### src/arr_pkg.sv
// Package for the converter reference and result register slice.
// Assumes AXI4-Lite access with 32-bit data and one register per word.
package arr_pkg;

    // ---------------------------------------------------------------
    // Register map (byte addresses, printed offsets are indices)
    // ---------------------------------------------------------------
    localparam logic [11:0] ARR_IDX_REF_CTL  = 12'hF71;
    localparam logic [11:0] ARR_IDX_RES_HI   = 12'hF72;
    localparam logic [11:0] ARR_IDX_RES_LO   = 12'hF73;
    localparam logic [11:0] ARR_IDX_IRQ_STAT = 12'hF74;
    localparam logic [11:0] ARR_IDX_IRQ_MASK = 12'hF75;
    localparam int          ARR_ADDR_W       = 14;

    // ---------------------------------------------------------------
    // Field layout and reset values
    // ---------------------------------------------------------------
    localparam int         ARR_RES_W       = 11;
    localparam int         ARR_RES_HI_LSB  = 3;  // Low field width
    localparam int         ARR_REFH_BIT    = 7;
    localparam logic       ARR_REFH_RST    = 1'b1;
    localparam logic [2:0] ARR_IRQ_RST     = 3'h0;
    localparam int         ARR_IRQ_W       = 3;
    localparam int         ARR_IRQ_DONE    = 0;
    localparam int         ARR_IRQ_OVF     = 1;
    localparam int         ARR_IRQ_OVRUN   = 2;
    localparam logic [1:0] ARR_RESP_OKAY   = 2'h0;
    localparam logic [1:0] ARR_RESP_SLVERR = 2'h2;

    // Reference source encodings {high bit, low bit}
    typedef enum logic [1:0] {
        ARR_REF_EXT  = 2'b00,
        ARR_REF_1V0  = 2'b01,
        ARR_REF_2V0  = 2'b10,
        ARR_REF_RSVD = 2'b11
    } arr_ref_t;

    // One completed conversion from the converter core
    typedef struct packed {
        logic [10:0] value;
        logic        filter_ovf;
    } arr_sample_t;

    // Read-side decode result
    typedef struct packed {
        logic        hit;
        logic        res_hi;
        logic [31:0] data;
    } arr_rd_t;

endpackage

### src/arr_regs.sv
// Converter reference control and conversion result registers.
// Assumes an AXI4-Lite master on sys_clk_i and a converter core that
// pulses sample_valid_i for one cycle per completed conversion.
//
// Function
// - High and low bits select reference source
// - Codes 01/10 give 1.0V/2.0V, reset 10
// - Reference independent of comparator level setting
// - Result is 11-bit two's complement
// - High byte holds upper eight result bits
// - High byte read latches low bits
// - Result invalid during single-shot conversion
// - Continuous mode keeps most recent result
// - Low register bits 7:5 hold LSBs
// - Bit 0 flags digital filter overflow
// - Low register bits 4:1 undefined
// - Result registers are read-only
// - Result bits need no reset value
`timescale 1ns/1ps
module arr_regs (
    input  wire logic                 sys_clk_i,       // 25 MHz clock
    input  wire logic                 rstn_i,          // Async reset, low
    // AXI4-Lite write address
    input  wire logic [13:0]          s_axi_awaddr,    // Write address
    input  wire logic                 s_axi_awvalid,   // Address valid
    output logic                      s_axi_awready,   // Address ready
    // AXI4-Lite write data
    input  wire logic [31:0]          s_axi_wdata,     // Write data
    input  wire logic [3:0]           s_axi_wstrb,     // Byte strobes
    input  wire logic                 s_axi_wvalid,    // Data valid
    output logic                      s_axi_wready,    // Data ready
    // AXI4-Lite write response
    output logic [1:0]                s_axi_bresp,     // Write response
    output logic                      s_axi_bvalid,    // Response valid
    input  wire logic                 s_axi_bready,    // Response ready
    // AXI4-Lite read address
    input  wire logic [13:0]          s_axi_araddr,    // Read address
    input  wire logic                 s_axi_arvalid,   // Address valid
    output logic                      s_axi_arready,   // Address ready
    // AXI4-Lite read data
    output logic [31:0]               s_axi_rdata,     // Read data
    output logic [1:0]                s_axi_rresp,     // Read response
    output logic                      s_axi_rvalid,    // Data valid
    input  wire logic                 s_axi_rready,    // Data ready
    // Converter core side
    input  wire arr_pkg::arr_sample_t sample_i,        // Finished sample
    input  wire logic                 sample_valid_i,  // Sample strobe
    input  wire logic                 conv_busy_i,     // Single-shot busy
    input  wire logic                 ref_sel_low_i,   // Low select bit
    output arr_pkg::arr_ref_t         ref_sel_o,       // Reference source
    output logic                      int_ref_en_o,    // Internal ref on
    output logic                      irq_o            // Interrupt level
);
    import arr_pkg::*;

    // ---------------------------------------------------------------
    // Helpers
    // ---------------------------------------------------------------
    // Byte address of a register index
    // Offsets are word indices, so the byte address is index times 4
    function automatic logic [ARR_ADDR_W-1:0] reg_addr(
        input logic [11:0] idx);
        reg_addr = {idx, 2'b00};
    endfunction

    // ---------------------------------------------------------------
    // State
    // ---------------------------------------------------------------
    logic                 ref_high_q;
    logic [ARR_RES_W-1:0] result_q;
    logic                 ovf_q;
    logic [ARR_RES_HI_LSB-1:0] low_bits_q;
    logic                 low_ovf_q;
    logic [ARR_IRQ_W-1:0] irq_stat_q;
    logic [ARR_IRQ_W-1:0] irq_mask_q;
    logic [ARR_IRQ_W-1:0] irq_set;
    logic [ARR_IRQ_W-1:0] irq_clr;
    logic                 aw_held_q;
    logic                 w_held_q;
    logic [13:0]          awaddr_q;
    logic [31:0]          wdata_q;
    logic [3:0]           wstrb_q;
    logic                 wr_fire;
    logic                 rd_fire;
    logic                 wr_hit;
    logic                 wr_ref_en;
    logic                 wr_sta_en;
    logic                 wr_msk_en;
    arr_rd_t              rd_dec;
    logic                 unread_q;

    // ---------------------------------------------------------------
    // Write channel: address and data taken in either order
    // ---------------------------------------------------------------
    // Each ready drops once its beat is held, so the master waits.
    // Keeping one write in flight lets the decode below be a plain
    // compare on the held address.
    always_ff @(posedge sys_clk_i or negedge rstn_i) begin
        if (!rstn_i) begin
            aw_held_q     <= 1'b0;
            w_held_q      <= 1'b0;
            awaddr_q      <= 14'h0000;
            wdata_q       <= 32'h00000000;
            wstrb_q       <= 4'h0;
            s_axi_awready <= 1'b1;
            s_axi_wready  <= 1'b1;
        end else begin
            if (s_axi_awvalid && s_axi_awready) begin
                aw_held_q     <= 1'b1;
                awaddr_q      <= s_axi_awaddr;
                s_axi_awready <= 1'b0;
            end
            if (s_axi_wvalid && s_axi_wready) begin
                w_held_q     <= 1'b1;
                wdata_q      <= s_axi_wdata;
                wstrb_q      <= s_axi_wstrb;
                s_axi_wready <= 1'b0;
            end
            if (wr_fire) begin
                aw_held_q <= 1'b0;
                w_held_q  <= 1'b0;
            end
            if (s_axi_bvalid && s_axi_bready) begin
                s_axi_awready <= 1'b1;
                s_axi_wready  <= 1'b1;
            end
        end
    end

    // Both halves held and no response pending
    // The write takes effect at the end of this cycle, on the edge that raises bvalid
    assign wr_fire = aw_held_q && w_held_q && !s_axi_bvalid;

    // Result registers are not writable; a write there is accepted
    // and answered OKAY, so a stray write there is harmless
    always_comb begin
        wr_hit = 1'b0;
        if (awaddr_q == reg_addr(ARR_IDX_REF_CTL)) begin
            wr_hit = 1'b1;
        end else if (awaddr_q == reg_addr(ARR_IDX_RES_HI)) begin
            wr_hit = 1'b1;
        end else if (awaddr_q == reg_addr(ARR_IDX_RES_LO)) begin
            wr_hit = 1'b1;
        end else if (awaddr_q == reg_addr(ARR_IDX_IRQ_STAT)) begin
            wr_hit = 1'b1;
        end else if (awaddr_q == reg_addr(ARR_IDX_IRQ_MASK)) begin
            wr_hit = 1'b1;
        end
    end

    // ---------------------------------------------------------------
    // Write decode
    // ---------------------------------------------------------------
    // One enable per stored register. Byte lane 0 must be on: a write
    // without it is still answered but stores nothing.
    always_comb begin
        wr_ref_en = 1'b0;
        wr_sta_en = 1'b0;
        wr_msk_en = 1'b0;
        if (wr_fire && wstrb_q[0]) begin
            if (awaddr_q == reg_addr(ARR_IDX_REF_CTL)) begin
                wr_ref_en = 1'b1;
            end else if (awaddr_q == reg_addr(ARR_IDX_IRQ_STAT)) begin
                wr_sta_en = 1'b1;
            end else if (awaddr_q == reg_addr(ARR_IDX_IRQ_MASK)) begin
                wr_msk_en = 1'b1;
            end
        end
    end

    // Write response
    // bvalid stands until bready; bresp only means something while
    // it does
    always_ff @(posedge sys_clk_i or negedge rstn_i) begin
        if (!rstn_i) begin
            s_axi_bvalid <= 1'b0;
            s_axi_bresp  <= ARR_RESP_OKAY;
        end else if (wr_fire) begin
            s_axi_bvalid <= 1'b1;
            s_axi_bresp  <= wr_hit ? ARR_RESP_OKAY : ARR_RESP_SLVERR;
        end else if (s_axi_bready) begin
            s_axi_bvalid <= 1'b0;
        end
    end

    // ---------------------------------------------------------------
    // Reference control register
    // ---------------------------------------------------------------
    // Only bit 7 is stored; reserved bits are expected as zero and
    // read back as zero. Comparator level lives elsewhere.
    // Nothing here touches the comparator, so neither setting moves
    // the other.
    always_ff @(posedge sys_clk_i or negedge rstn_i) begin
        if (!rstn_i) begin
            ref_high_q <= ARR_REFH_RST;
        end else if (wr_ref_en) begin
            ref_high_q <= wdata_q[ARR_REFH_BIT];
        end
    end

    // Reference decode into the analog select lines
    // The code is registered, so the select lines move one cycle after
    // a write or a change of the low bit, and only on a clock edge.
    arr_ref_decode u_ref_decode (
        .sys_clk_i  (sys_clk_i),
        .rstn_i     (rstn_i),
        .sel_high_i (ref_high_q),
        .sel_low_i  (ref_sel_low_i),
        .ref_sel_o  (ref_sel_o),
        .int_ref_o  (int_ref_en_o)
    );

    // ---------------------------------------------------------------
    // Conversion result capture
    // ---------------------------------------------------------------
    // No reset: contents are undefined until the first conversion.
    // Each finished sample overwrites, so continuous mode always
    // shows the newest one; mid-conversion values are not promised.
    // The busy input is not consulted: software waits for the end.
    always_ff @(posedge sys_clk_i) begin
        if (sample_valid_i) begin
            result_q <= sample_i.value;
            ovf_q    <= sample_i.filter_ovf;
        end
    end

    // Low bits latched on a high-byte read and held until the next.
    // A slow reader still gets a matched pair; the price is that the
    // low register shows the old sample until the high byte is read.
    always_ff @(posedge sys_clk_i) begin
        if (rd_fire && rd_dec.res_hi) begin
            low_bits_q <= result_q[ARR_RES_HI_LSB-1:0];
            low_ovf_q  <= ovf_q;
        end
    end

    // ---------------------------------------------------------------
    // Interrupt status and mask
    // ---------------------------------------------------------------
    // Events: sample done, filter overflow, sample overwritten unread
    // Unread marks a sample whose high byte has not been read yet; a
    // new sample while it is set is an overrun.
    always_ff @(posedge sys_clk_i or negedge rstn_i) begin
        if (!rstn_i) begin
            unread_q <= 1'b0;
        end else if (sample_valid_i) begin
            unread_q <= 1'b1;
        end else if (rd_fire && rd_dec.res_hi) begin
            unread_q <= 1'b0;
        end
    end

    // One set pulse per event, all in the cycle of the sample strobe
    always_comb begin
        irq_set                = '0;
        irq_set[ARR_IRQ_DONE]  = sample_valid_i;
        irq_set[ARR_IRQ_OVF]   = sample_valid_i && sample_i.filter_ovf;
        irq_set[ARR_IRQ_OVRUN] = sample_valid_i && unread_q;
    end

    // Write one to clear; zeros leave their bits alone
    assign irq_clr = wr_sta_en ? wdata_q[ARR_IRQ_W-1:0] : '0;

    // A set in the clearing cycle wins over the clear
    // so no event is lost to a clear of an older one
    always_ff @(posedge sys_clk_i or negedge rstn_i) begin
        if (!rstn_i) begin
            irq_stat_q <= ARR_IRQ_RST;
        end else begin
            irq_stat_q <= (irq_stat_q & ~irq_clr) | irq_set;
        end
    end

    // Mask, same layout as the status bits
    always_ff @(posedge sys_clk_i or negedge rstn_i) begin
        if (!rstn_i) begin
            irq_mask_q <= ARR_IRQ_RST;
        end else if (wr_msk_en) begin
            irq_mask_q <= wdata_q[ARR_IRQ_W-1:0];
        end
    end

    // Registered level, one cycle behind the status bits
    // The lag buys a glitch-free output straight from a flip-flop
    always_ff @(posedge sys_clk_i or negedge rstn_i) begin
        if (!rstn_i) begin
            irq_o <= 1'b0;
        end else begin
            irq_o <= |(irq_stat_q & irq_mask_q);
        end
    end

    // ---------------------------------------------------------------
    // Read channel
    // ---------------------------------------------------------------
    // Read address taken on this edge
    assign rd_fire = s_axi_arvalid && s_axi_arready;

    // Reserved low bits 4:1 read as zero
    // The address is decoded at the handshake itself, so the read data
    // and the low-bit latch see the same cycle.
    always_comb begin
        rd_dec = '0;
        if (s_axi_araddr == reg_addr(ARR_IDX_REF_CTL)) begin
            rd_dec.hit  = 1'b1;
            rd_dec.data = {24'h000000, ref_high_q, 7'h00};
        end else if (s_axi_araddr == reg_addr(ARR_IDX_RES_HI)) begin
            rd_dec.hit    = 1'b1;
            rd_dec.res_hi = 1'b1;
            rd_dec.data   = {24'h000000,
                             result_q[ARR_RES_W-1:ARR_RES_HI_LSB]};
        end else if (s_axi_araddr == reg_addr(ARR_IDX_RES_LO)) begin
            rd_dec.hit  = 1'b1;
            rd_dec.data = {24'h000000, low_bits_q, 4'h0,
                           low_ovf_q};
        end else if (s_axi_araddr == reg_addr(ARR_IDX_IRQ_STAT)) begin
            rd_dec.hit  = 1'b1;
            rd_dec.data = {29'h00000000, irq_stat_q};
        end else if (s_axi_araddr == reg_addr(ARR_IDX_IRQ_MASK)) begin
            rd_dec.hit  = 1'b1;
            rd_dec.data = {29'h00000000, irq_mask_q};
        end
    end

    // One read at a time; address ready drops until data is taken
    // rvalid and its payload stand until rready is seen high
    always_ff @(posedge sys_clk_i or negedge rstn_i) begin
        if (!rstn_i) begin
            s_axi_arready <= 1'b1;
            s_axi_rvalid  <= 1'b0;
            s_axi_rdata   <= 32'h00000000;
            s_axi_rresp   <= ARR_RESP_OKAY;
        end else if (rd_fire) begin
            s_axi_arready <= 1'b0;
            s_axi_rvalid  <= 1'b1;
            s_axi_rdata   <= rd_dec.data;
            s_axi_rresp   <= rd_dec.hit ? ARR_RESP_OKAY : ARR_RESP_SLVERR;
        end else if (s_axi_rvalid && s_axi_rready) begin
            s_axi_rvalid  <= 1'b0;
            s_axi_arready <= 1'b1;
        end
    end

endmodule

### src/arr_ref_decode.sv
// Reference source decoder for the converter.
// Assumes both select bits come from registers on the same clock.
`timescale 1ns/1ps
module arr_ref_decode (
    input  wire logic            sys_clk_i,  // System clock
    input  wire logic            rstn_i,     // Async reset, active low
    input  wire logic            sel_high_i, // High select bit
    input  wire logic            sel_low_i,  // Low select bit
    output arr_pkg::arr_ref_t    ref_sel_o,  // Decoded source, registered
    output logic                 int_ref_o   // Internal reference enabled
);
    import arr_pkg::*;

    // ---------------------------------------------------------------
    // Registered decode
    // ---------------------------------------------------------------
    // Code 00 turns the internal reference off and uses the pin
    always_ff @(posedge sys_clk_i or negedge rstn_i) begin
        if (!rstn_i) begin
            ref_sel_o <= ARR_REF_2V0;
            int_ref_o <= 1'b1;
        end else begin
            ref_sel_o <= arr_ref_t'({sel_high_i, sel_low_i});
            int_ref_o <= (sel_high_i | sel_low_i);
        end
    end

endmodule

### config.mk
export PLATFORM = sky130hd
export DESIGN_NAME = arr_regs
export DESIGN_NICKNAME = d
export VERILOG_FILES = /design/src/arr_pkg.sv /design/src/arr_regs.sv /design/src/arr_ref_decode.sv
export SDC_FILE = /design/constraint.sdc
export NUM_CORES = 1
export LEC_CHECK = 0
export ABC_AREA = 1
export BUFFER_PORTS_ARGS = -buffer_cell sky130_fd_sc_hd__buf_2
export CAP_MARGIN = 25
export CORE_MARGIN = 2
export CORE_UTILIZATION = 51
export CTS_CLUSTER_SIZE = 12
export DETAILED_ROUTE_END_ITERATION = 8
export PLACE_DENSITY = 0.85
export SETUP_SLACK_MARGIN = 0.4
export SYNTH_ARGS = -nofsm -noshare
export SYNTH_HDL_FRONTEND = slang
export SYNTH_SLANG_ARGS = --single-unit
### constraint.sdc
create_clock -name sys_clk_i -period 3.3 [get_ports sys_clk_i]
set_clock_uncertainty 0.05 [all_clocks]
set_input_delay 0 -clock sys_clk_i [delete_from_list [all_inputs] [get_ports sys_clk_i]]
set_output_delay 0 -clock sys_clk_i [all_outputs]
set_load 0.1 [all_outputs]
# After elaboration in Yosys (flattened, before gate mapping)
# Cells that the tools add are included.
[op_classes]
bitwise = 5
mux = 44
n_reduce_logical = 20
n_eq_ne = 10
[ops]
columns = ["operator", "n"]
rows = [
  ["== test 14 bit (second input constant)", 10],
  ["2-to-1 mux 1 bit", 36],
  ["2-to-1 mux 8 bit", 3],
  ["nonzero test 2 bit", 7],
  ["logical AND 1 bit", 11],
  ["2-to-1 mux 3 bit", 3],
  ["AND 3 bit", 2],
  ["2-to-1 mux 2 bit", 2],
  ["inverter 3 bit", 1],
  ["OR 3 bit", 1],
  ["OR reduction 3 bit", 1],
  ["logical NOT 1 bit", 1],
  ["OR 1 bit", 1],
]
[word_totals]
in_bits = 86
ff_bits = 94

# Depth between registers and ports, before layout
# Gate-level depths: netlist of the first run.
[depth]
ltp_word = 8
mapped_depth = 9

# Cells and area by module
# Synthesis of the first run repeated with hierarchy kept, for this count alone.
[unflattened]
cells_unflattened = 344
area_unflattened_um2 = 2972.9
[modules_own_cells]
columns = ["module", "cells_per_inst", "instances", "area_per_inst_um2"]
rows = [
  ["arr_regs", 338, 1, 2884.0],
  ["arr_ref_decode", 6, 1, 88.8],
]

# Worst setup path after synthesis of the first run
# Ideal clock, no wire load.
[synth_path]
kind = "register to register"
startpoint = "reg s_axi_arready"
endpoint = "reg low_bits_q[0] (enable)"
arrival_ns = 1.373
required_time_ns = 2.939
n_path_buf = 0
period_less_slack_ns = 1.733
setup_ns = 0.311
stages_incl_launch_ff = 5
path_slack_ns = 1.567
cell_sequence = "dfstp_2 > nand2_1 > inv_2 > nand2_2 > nor2_4"
[synth_between]
elab_chain_len = 2
[synth_rtl]
columns = ["element", "line", "rtl"]
rows = [
  ["start: declaration", "arr_regs.sv:39", "output logic s_axi_arready,"],
  ["start signal: assignment", "arr_regs.sv:329", "s_axi_arready <= 1'b1;"],
  ["start signal: assignment", "arr_regs.sv:334", "s_axi_arready <= 1'b0;"],
  ["start signal: assignment", "arr_regs.sv:340", "s_axi_arready <= 1'b1;"],
  ["logical AND 1 bit", "arr_regs.sv:297", "assign rd_fire = s_axi_arvalid && s_axi_arready;"],
  ["logical AND 1 bit", "arr_regs.sv:231", "if (rd_fire && rd_dec.res_hi) begin"],
  ["end signal: assignment", "arr_regs.sv:232", "low_bits_q <= result_q[ARR_RES_HI_LSB-1:0];"],
  ["end: declaration", "arr_regs.sv:72", "logic [ARR_RES_HI_LSB-1:0] low_bits_q;"],
]
# No other way between the ends.
# A chain may end at the register's enable or synchronous reset.

# Final worst setup path of the first run
# Same ends and word-level chain as after synthesis.

==> impl_metrics.json, run 1 <==
{
  "viasPerCell": 4.85,
  "worstHoldPathCells": 3,
  "synth_compound_area_share_pct": 3.55,
  "die_h_um": 80.1,
  "synth-seq-cells": 64,
  "cts_resized": 0,
  "hold_start": "sample_valid_i",
  "synth_area_um2": 2960,
  "start_util_pct": 53.4,
  "reg2reg_setup_slack_ns": 1.62,
  "syn_to_final_growth_pct": 31.1,
  "die_x_um": 80.1,
  "cap_viol_max_count": 0,
  "yosys.area_share.xor_xnor_pct": 0,
  "min_to": "irq_stat_q[1]",
  "grt_setup_unrepaired": "false",
  "port-buffer-count": 72,
  "synth.area.mux_share_pct": 0,
  "synth_top_family_by_area": "simple AND/OR/NAND/NOR gates",
  "power.density_nw_per_um2": 674,
  "place_congestion": 0.800,
  "reg2reg_depth": 4,
  "hpwlAfterDp_um": 4130,
  "post-synth-top-area-fraction_pct": 35.5,
  "path_class": "reg2reg",
  "synth-simple-area-share_pct": 27.4,
  "drc": 0,
  "start_kind": "flip-flop",
  "r2r_end": "low_bits_q[0]",
  "synth.most_common_cell": "nand2_1",
  "r2r_start": "s_axi_arready",
  "n_antenna_cell": 0,
  "yosysSeqAreaShare_pct": 57.1,
  "netlist_instances": 328,
  "finalMaxSlewViolations": 0,
  "ioPinCount": 131,
  "tritoncts": "yes",
  "grt_max_degree": 49,
  "cts_max_level": 3,
  "fin_nets": 532,
  "antenna_found_initial": 0,
  "cts_hold_buffers": 39,
  "placementRows": 27,
  "cts_setup_buffers": 0,
  "finalCritPeriodShare_pct": 50.8,
  "synth_edf_count": 16,
  "synth_area_leaders": "dfrtp_1 36%, edfxtp_1 16%, nand2_1 14%, buf_4 6.6%, dfstp_2 5.3%",
  "cts_made_buffers": 9,
  "worst-endpoint-arrival_ns": 1.65,
  "worst_hold_path_type": "in2reg",
  "drive_gt1_share_pct": 26.8,
  "cp-end-kind": "flip-flop",
  "ant_nets": 0,
  "ys.warnings.count": 0,
  "syn_area_per_cell_um2": 9.01,
  "grt_pass1_wl_um": 10600,
  "clock_path_buffers": 2,
  "finalSetupTns_ns": 0,
  "clk_pin_slew_ns": 0.07,
  "clock_latency_ns": 0.35,
  "cts_root_buf": "clkbuf_8",
  "synth_top_cell_by_area": "dfrtp_1",
  "fin_crit_ns": 1.68,
  "ys.flop_type": "dfrtp_1",
  "finalSetupViolations": 0,
  "fmax_mhz": 597,
  "cp_max_fo": 12,
  "coreArea_um2": 5540,
  "async_flop_share_pct": 75.0,
  "irDropWorstVdd_v": 0.000601,
  "wirelength_um": 6650,
  "overflow": 0,
  "p_total_mw": 2.61,
  "finalHoldViolCount": 0,
  "vias": 2535,
  "synth_common_cells": "112 x nand2_1, 42 x dfrtp_1, 28 x nand3_1",
  "dieArea_um2": 6420,
  "leakage_nw": 2.02,
  "wl_per_cell_um": 12.7,
  "yosysUniqueCellTypes": 24,
  "grt_usage_pct": 22.0,
  "status": "completed",
  "slew_headroom_pct": 65.9,
  "synth_fa_ha_area_share_pct": 0,
  "grt_pass1_vias": 2483,
  "dr.pass1.iters": 4,
  "tightest_slew_ns": 0.512,
  "critPathRequiredTime_ns": 3.28,
  "clock-sinks": 64,
  "drtIter0Drc": 121
}
[worst max path at each step]
| stage | slack [ns] | cells after the start | to | from |
|---|---|---|---|---|
| floorplan | 1.57 | 4 | low_bits_q[0] | s_axi_arready |
| global placement | 1.71 | 4 | low_bits_q[1] | s_axi_arready |
| detailed placement | 1.68 | 4 | low_bits_q[0] | s_axi_arready |
| CTS | 1.65 | 4 | low_bits_q[0] | s_axi_arready |
| global route | 1.53 | 4 | low_bits_q[0] | s_axi_arready |
| finish | 1.62 | 4 | low_bits_q[0] | s_axi_arready |
[metal layers]
layer | global-route usage (%) | share of wire [%] | wire length (um) | vias to the layer above
met5 | 0 | 0 | 0 | -
met3 | 3.48 | 5.4 | 356 | 17
met1 | 24.3 | 39 | 2560 | 1185
met4 | 13.1 | 3.0 | 198 | 0
li1 | - | - | - | 1224
met2 | 39.6 | 53 | 3530 | 109
[state kept, by name, summed over array words and instances (netlist names), 2 cells and up]
| name | cells |
|---|---|
| awaddr_q | 14 |
| irq_mask_q | 3 |
| irq_stat_q | 3 |
| low_bits_q | 3 |
| result_q | 11 |
| s_axi_rdata | 8 |
| u_ref_decode.ref_sel_o | 2 |
| wdata_q | 4 |
[critical path, cell delays in order, from the launching register on]
cell and delay, ns:
dfstp_2 0.55, nand2_1 0.24, inv_2 0.22, nand2_2 0.10, nor2_4 0.19
[cells in the final DEF, fill, tap and decap left out, types with 2 or more instances in the layout]
cell             n
buf_2           72
clkbuf_1         2
clkbuf_8        10
clkinv_2         3
conb_1          26
dfrtp_1         42
dfstp_2          6
dlygate4sd3_1   39
edfxtp_1        16
inv_1           22
inv_2           12
nand2_1        112
nand2_2          4
nand3_1         28
nand3_2          2
nand4_1          6
nor2_1          16
nor2_4           4
nor3_2           3
o21ai_0          8
o21ai_1         12
[final cells by class]
cell class	count	area, um2
clock buffer	13	170
clock inverter	3	15.0
fill	393	1660
inverter	34	128
multi-input combinational	225	1010
sequential	64	1690
tap	72	90.1
timing repair buffer	112	771
[stage by stage]
stage / util (%) / worst slack (ns) / hold slack (ns) / std cells / area, um2
3_5_place_dp: 59.2 / 1.68 / 0.0747 / 467 / 3280
2_1_floorplan: - / 1.57 / -0.346 / 353 / 3050
5_1_grt: 70.0 / 1.53 / 0.0203 / 523 / 3880
3_3_place_gp: 59.2 / 1.71 / 0.0671 / 467 / 3280
4_1_cts: 69.6 / 1.65 / 0.000187 / 522 / 3860
6_report: 70.0 / 1.62 / 0.00482 / 523 / 3880
[kinds of logic after synthesis]
kind of cell,count (synthesis)
AND/OR/NAND/NOR,178
AO/OA/AOI/OAI,21
other,1
buffers and inverters,64
flip-flops,64
[report_power, final]
part / switching (mW) / leakage [nW] / internal (mW)
Clock: 0.290 / 0.0983 / 0.335
Combinational: 0.686 / 1.18 / 0.197
Sequential: 0.104 / 0.738 / 0.999
Total: 1.08 / 2.02 / 1.53
Note: power is estimated with default switching activity, not from simulation.
==> run 2: changes to the inputs <==
- CORE_UTILIZATION: 51 -> 47
- PLACE_DENSITY: 0.85 -> 0.8
- clock period: 3.3 -> 1.6 ns (I/O delays scaled with it)
==> run 2 against run 1 <==
Critical path depth grew 2. Worst setup slack got worse by 1.5 ns. Non-clock buffer count grew 23. Wire length rose by 19%. Count of clock-buffer cells in the layout decreased by 3. Cell count up 5.2%. Core utilization grew 2.4 points. Sequential share of layout area down 4.2 points. Critical path type unchanged.
==> impl_metrics.json, run 2 (synthesis results as in run 1) <==
{
  "port-buffer-count": 72,
  "dr.pass1.iters": 4,
  "postLayoutCellArea_um2": 4330,
  "grt_pass1_wl_um": 11200,
  "fin_ws_ns": 0.130,
  "finalSetupTns_ns": 0,
  "drc": 0,
  "wl_per_cell_um": 14.4,
  "finalSetupViolations": 0,
  "clock_latency_ns": 0.35,
  "cts_made_buffers": 9,
  "fin_nets": 556,
  "pre_cts_slack_ns": 0.188,
  "die_h_um": 83.3,
  "cp_max_fo": 3,
  "timing.hold.ws_ns": 0.0477,
  "antenna_found_initial": 0,
  "finalHoldViolCount": 0,
  "cp-end-kind": "flip-flop",
  "placementRows": 28,
  "grt_max_degree": 49,
  "finalMaxSlewViolations": 0,
  "final_cell_mix": "102 x nand2_1, 57 x buf_2, 39 x dfrtp_1",
  "worst-endpoint-arrival_ns": 1.65,
  "grt_usage_pct": 20.5,
  "clk_pin_slew_ns": 0.09,
  "hpwlAfterDp_um": 4190,
  "leakage_nw": 2.21,
  "worst_hold_path_type": "in2reg",
  "cap_viol_max_count": 0,
  "mostFrequentLayoutCell": "nand2_1",
  "start_kind": "flip-flop",
  "dieArea_um2": 6940,
  "cts_max_level": 3,
  "coreArea_um2": 5990,
  "drive_gt1_share_pct": 36.2,
  "finalCritPeriodShare_pct": 91.9,
  "viasPerCell": 5.02,
  "grt_pass1_vias": 2484,
  "tritoncts": "yes",
  "reg_top3": "awaddr_q x14, result_q x11, s_axi_rdata x8",
  "clock-sinks": 64,
  "status": "completed",
  "path_class": "reg2reg",
  "clock_path_buffers": 2,
  "cts_root_buf": "clkbuf_8",
  "power.density_nw_per_um2": 1450,
  "ioPinCount": 131,
  "place_congestion": 0.792,
  "drtIter0Drc": 149,
  "irDropWorstVdd_v": 0.00104,
  "fin_crit_ns": 1.47,
  "overflow": 0,
  "largest-register": "awaddr_q",
  "critPathRequiredTime_ns": 1.78,
  "grt_setup_unrepaired": "true",
  "n_antenna_cell": 0,
  "syn_to_final_growth_pct": 46.6,
  "largest_reg_flops": 14,
  "post-route-util_pct": 72.3,
  "die_x_um": 83.3,
  "vias": 2762,
  "start_util_pct": 49.4,
  "wirelength_um": 7920,
  "place_area_um2": 3380,
  "ant_nets": 0,
  "fmax_mhz": 680
}
-- run 2: changes by cell type in the layout (fill, tap and decap cells not counted), sizes merged --
cell	delta
inv	-1
bufinv	+1
clkbuf	+6
dlygate4sd3	-1
clkinv	+2
buf	+15
clkinvlp	+2
-- run 2: cell type report --
cell class	instances	area, um2
Sequential cell	64	1710
Fill cell	389	1660
Multi-Input combinational cell	225	1150
Timing Repair Buffer	135	1040
Inverter	34	150
Clock buffer	10	128
Tap cell	75	93.8
Clock inverter	6	60.1
Timing Repair inverter	1	8.76
-- run 2: critical path, stage by stage, from the launching register on --
cell     delay (ns)
dfrtp_1        0.47
nand4_1        0.11
buf_4          0.18
nor3_4         0.27
nand3_2        0.12
nand2_1        0.08
o21ai_1        0.06
-- run 2: per-stage QoR --
stage | cells | total power, mW
after floorplan | 353 | 3.82
after global placement | 472 | 4.05
after CTS | 537 | 5.83
after global routing | 550 | 6.51
final | 550 | 6.27
after detailed placement | 472 | 4.09
-- run 2: worst paths after layout --
check	start	end	slack, ns	cells after the start
max	awaddr_q[4]	irq_stat_q[2]	0.13	6
min	s_axi_arvalid	s_axi_rvalid	0.05	4
max reg2reg	awaddr_q[4]	irq_stat_q[2]	0.13	6
min reg2reg	ref_high_q	u_ref_decode.ref_sel_o[1]	0.36	0
max in group asynchronous	rstn_i	u_ref_decode.int_ref_o	1.10	3
min in group asynchronous	rstn_i	awaddr_q[8]	0.09	3
-- run 2: power by group --
| group | total (mW) | leakage [nW] | switching, mW | internal, mW |
|---|---|---|---|---|
| clock | 1.36 | 0.0920 | 0.650 | 0.711 |
| sequential | 2.39 | 0.737 | 0.301 | 2.09 |
| combinational | 2.52 | 1.38 | 1.68 | 0.843 |
| total | 6.27 | 2.21 | 2.63 | 3.65 |
-- run 2: per-layer routing --
layer  vias to the layer above  global-route usage (%)  part of all wire (%)  wire length [um]
met1                      1324                    23.5                    36              2830
met4                         0                    10.1                   4.5               356
met5                         -                       0                     0                 0
met2                       131                    36.1                    53              4200
met3                        36                    4.37                   6.7               531
li1                       1271                       -                     -                 -
-- run 2: what timing repair did --
action | 4_1_cts | 5_1_grt
hold endpoints to repair | 87 | 0
cloned | 0 | 1
pin swaps | 10 | 25
setup endpoints to repair | 36 | 47
gates resized for setup | 25 | 37
hold buffers | 38 | 0
buffers inserted | 11 | 12
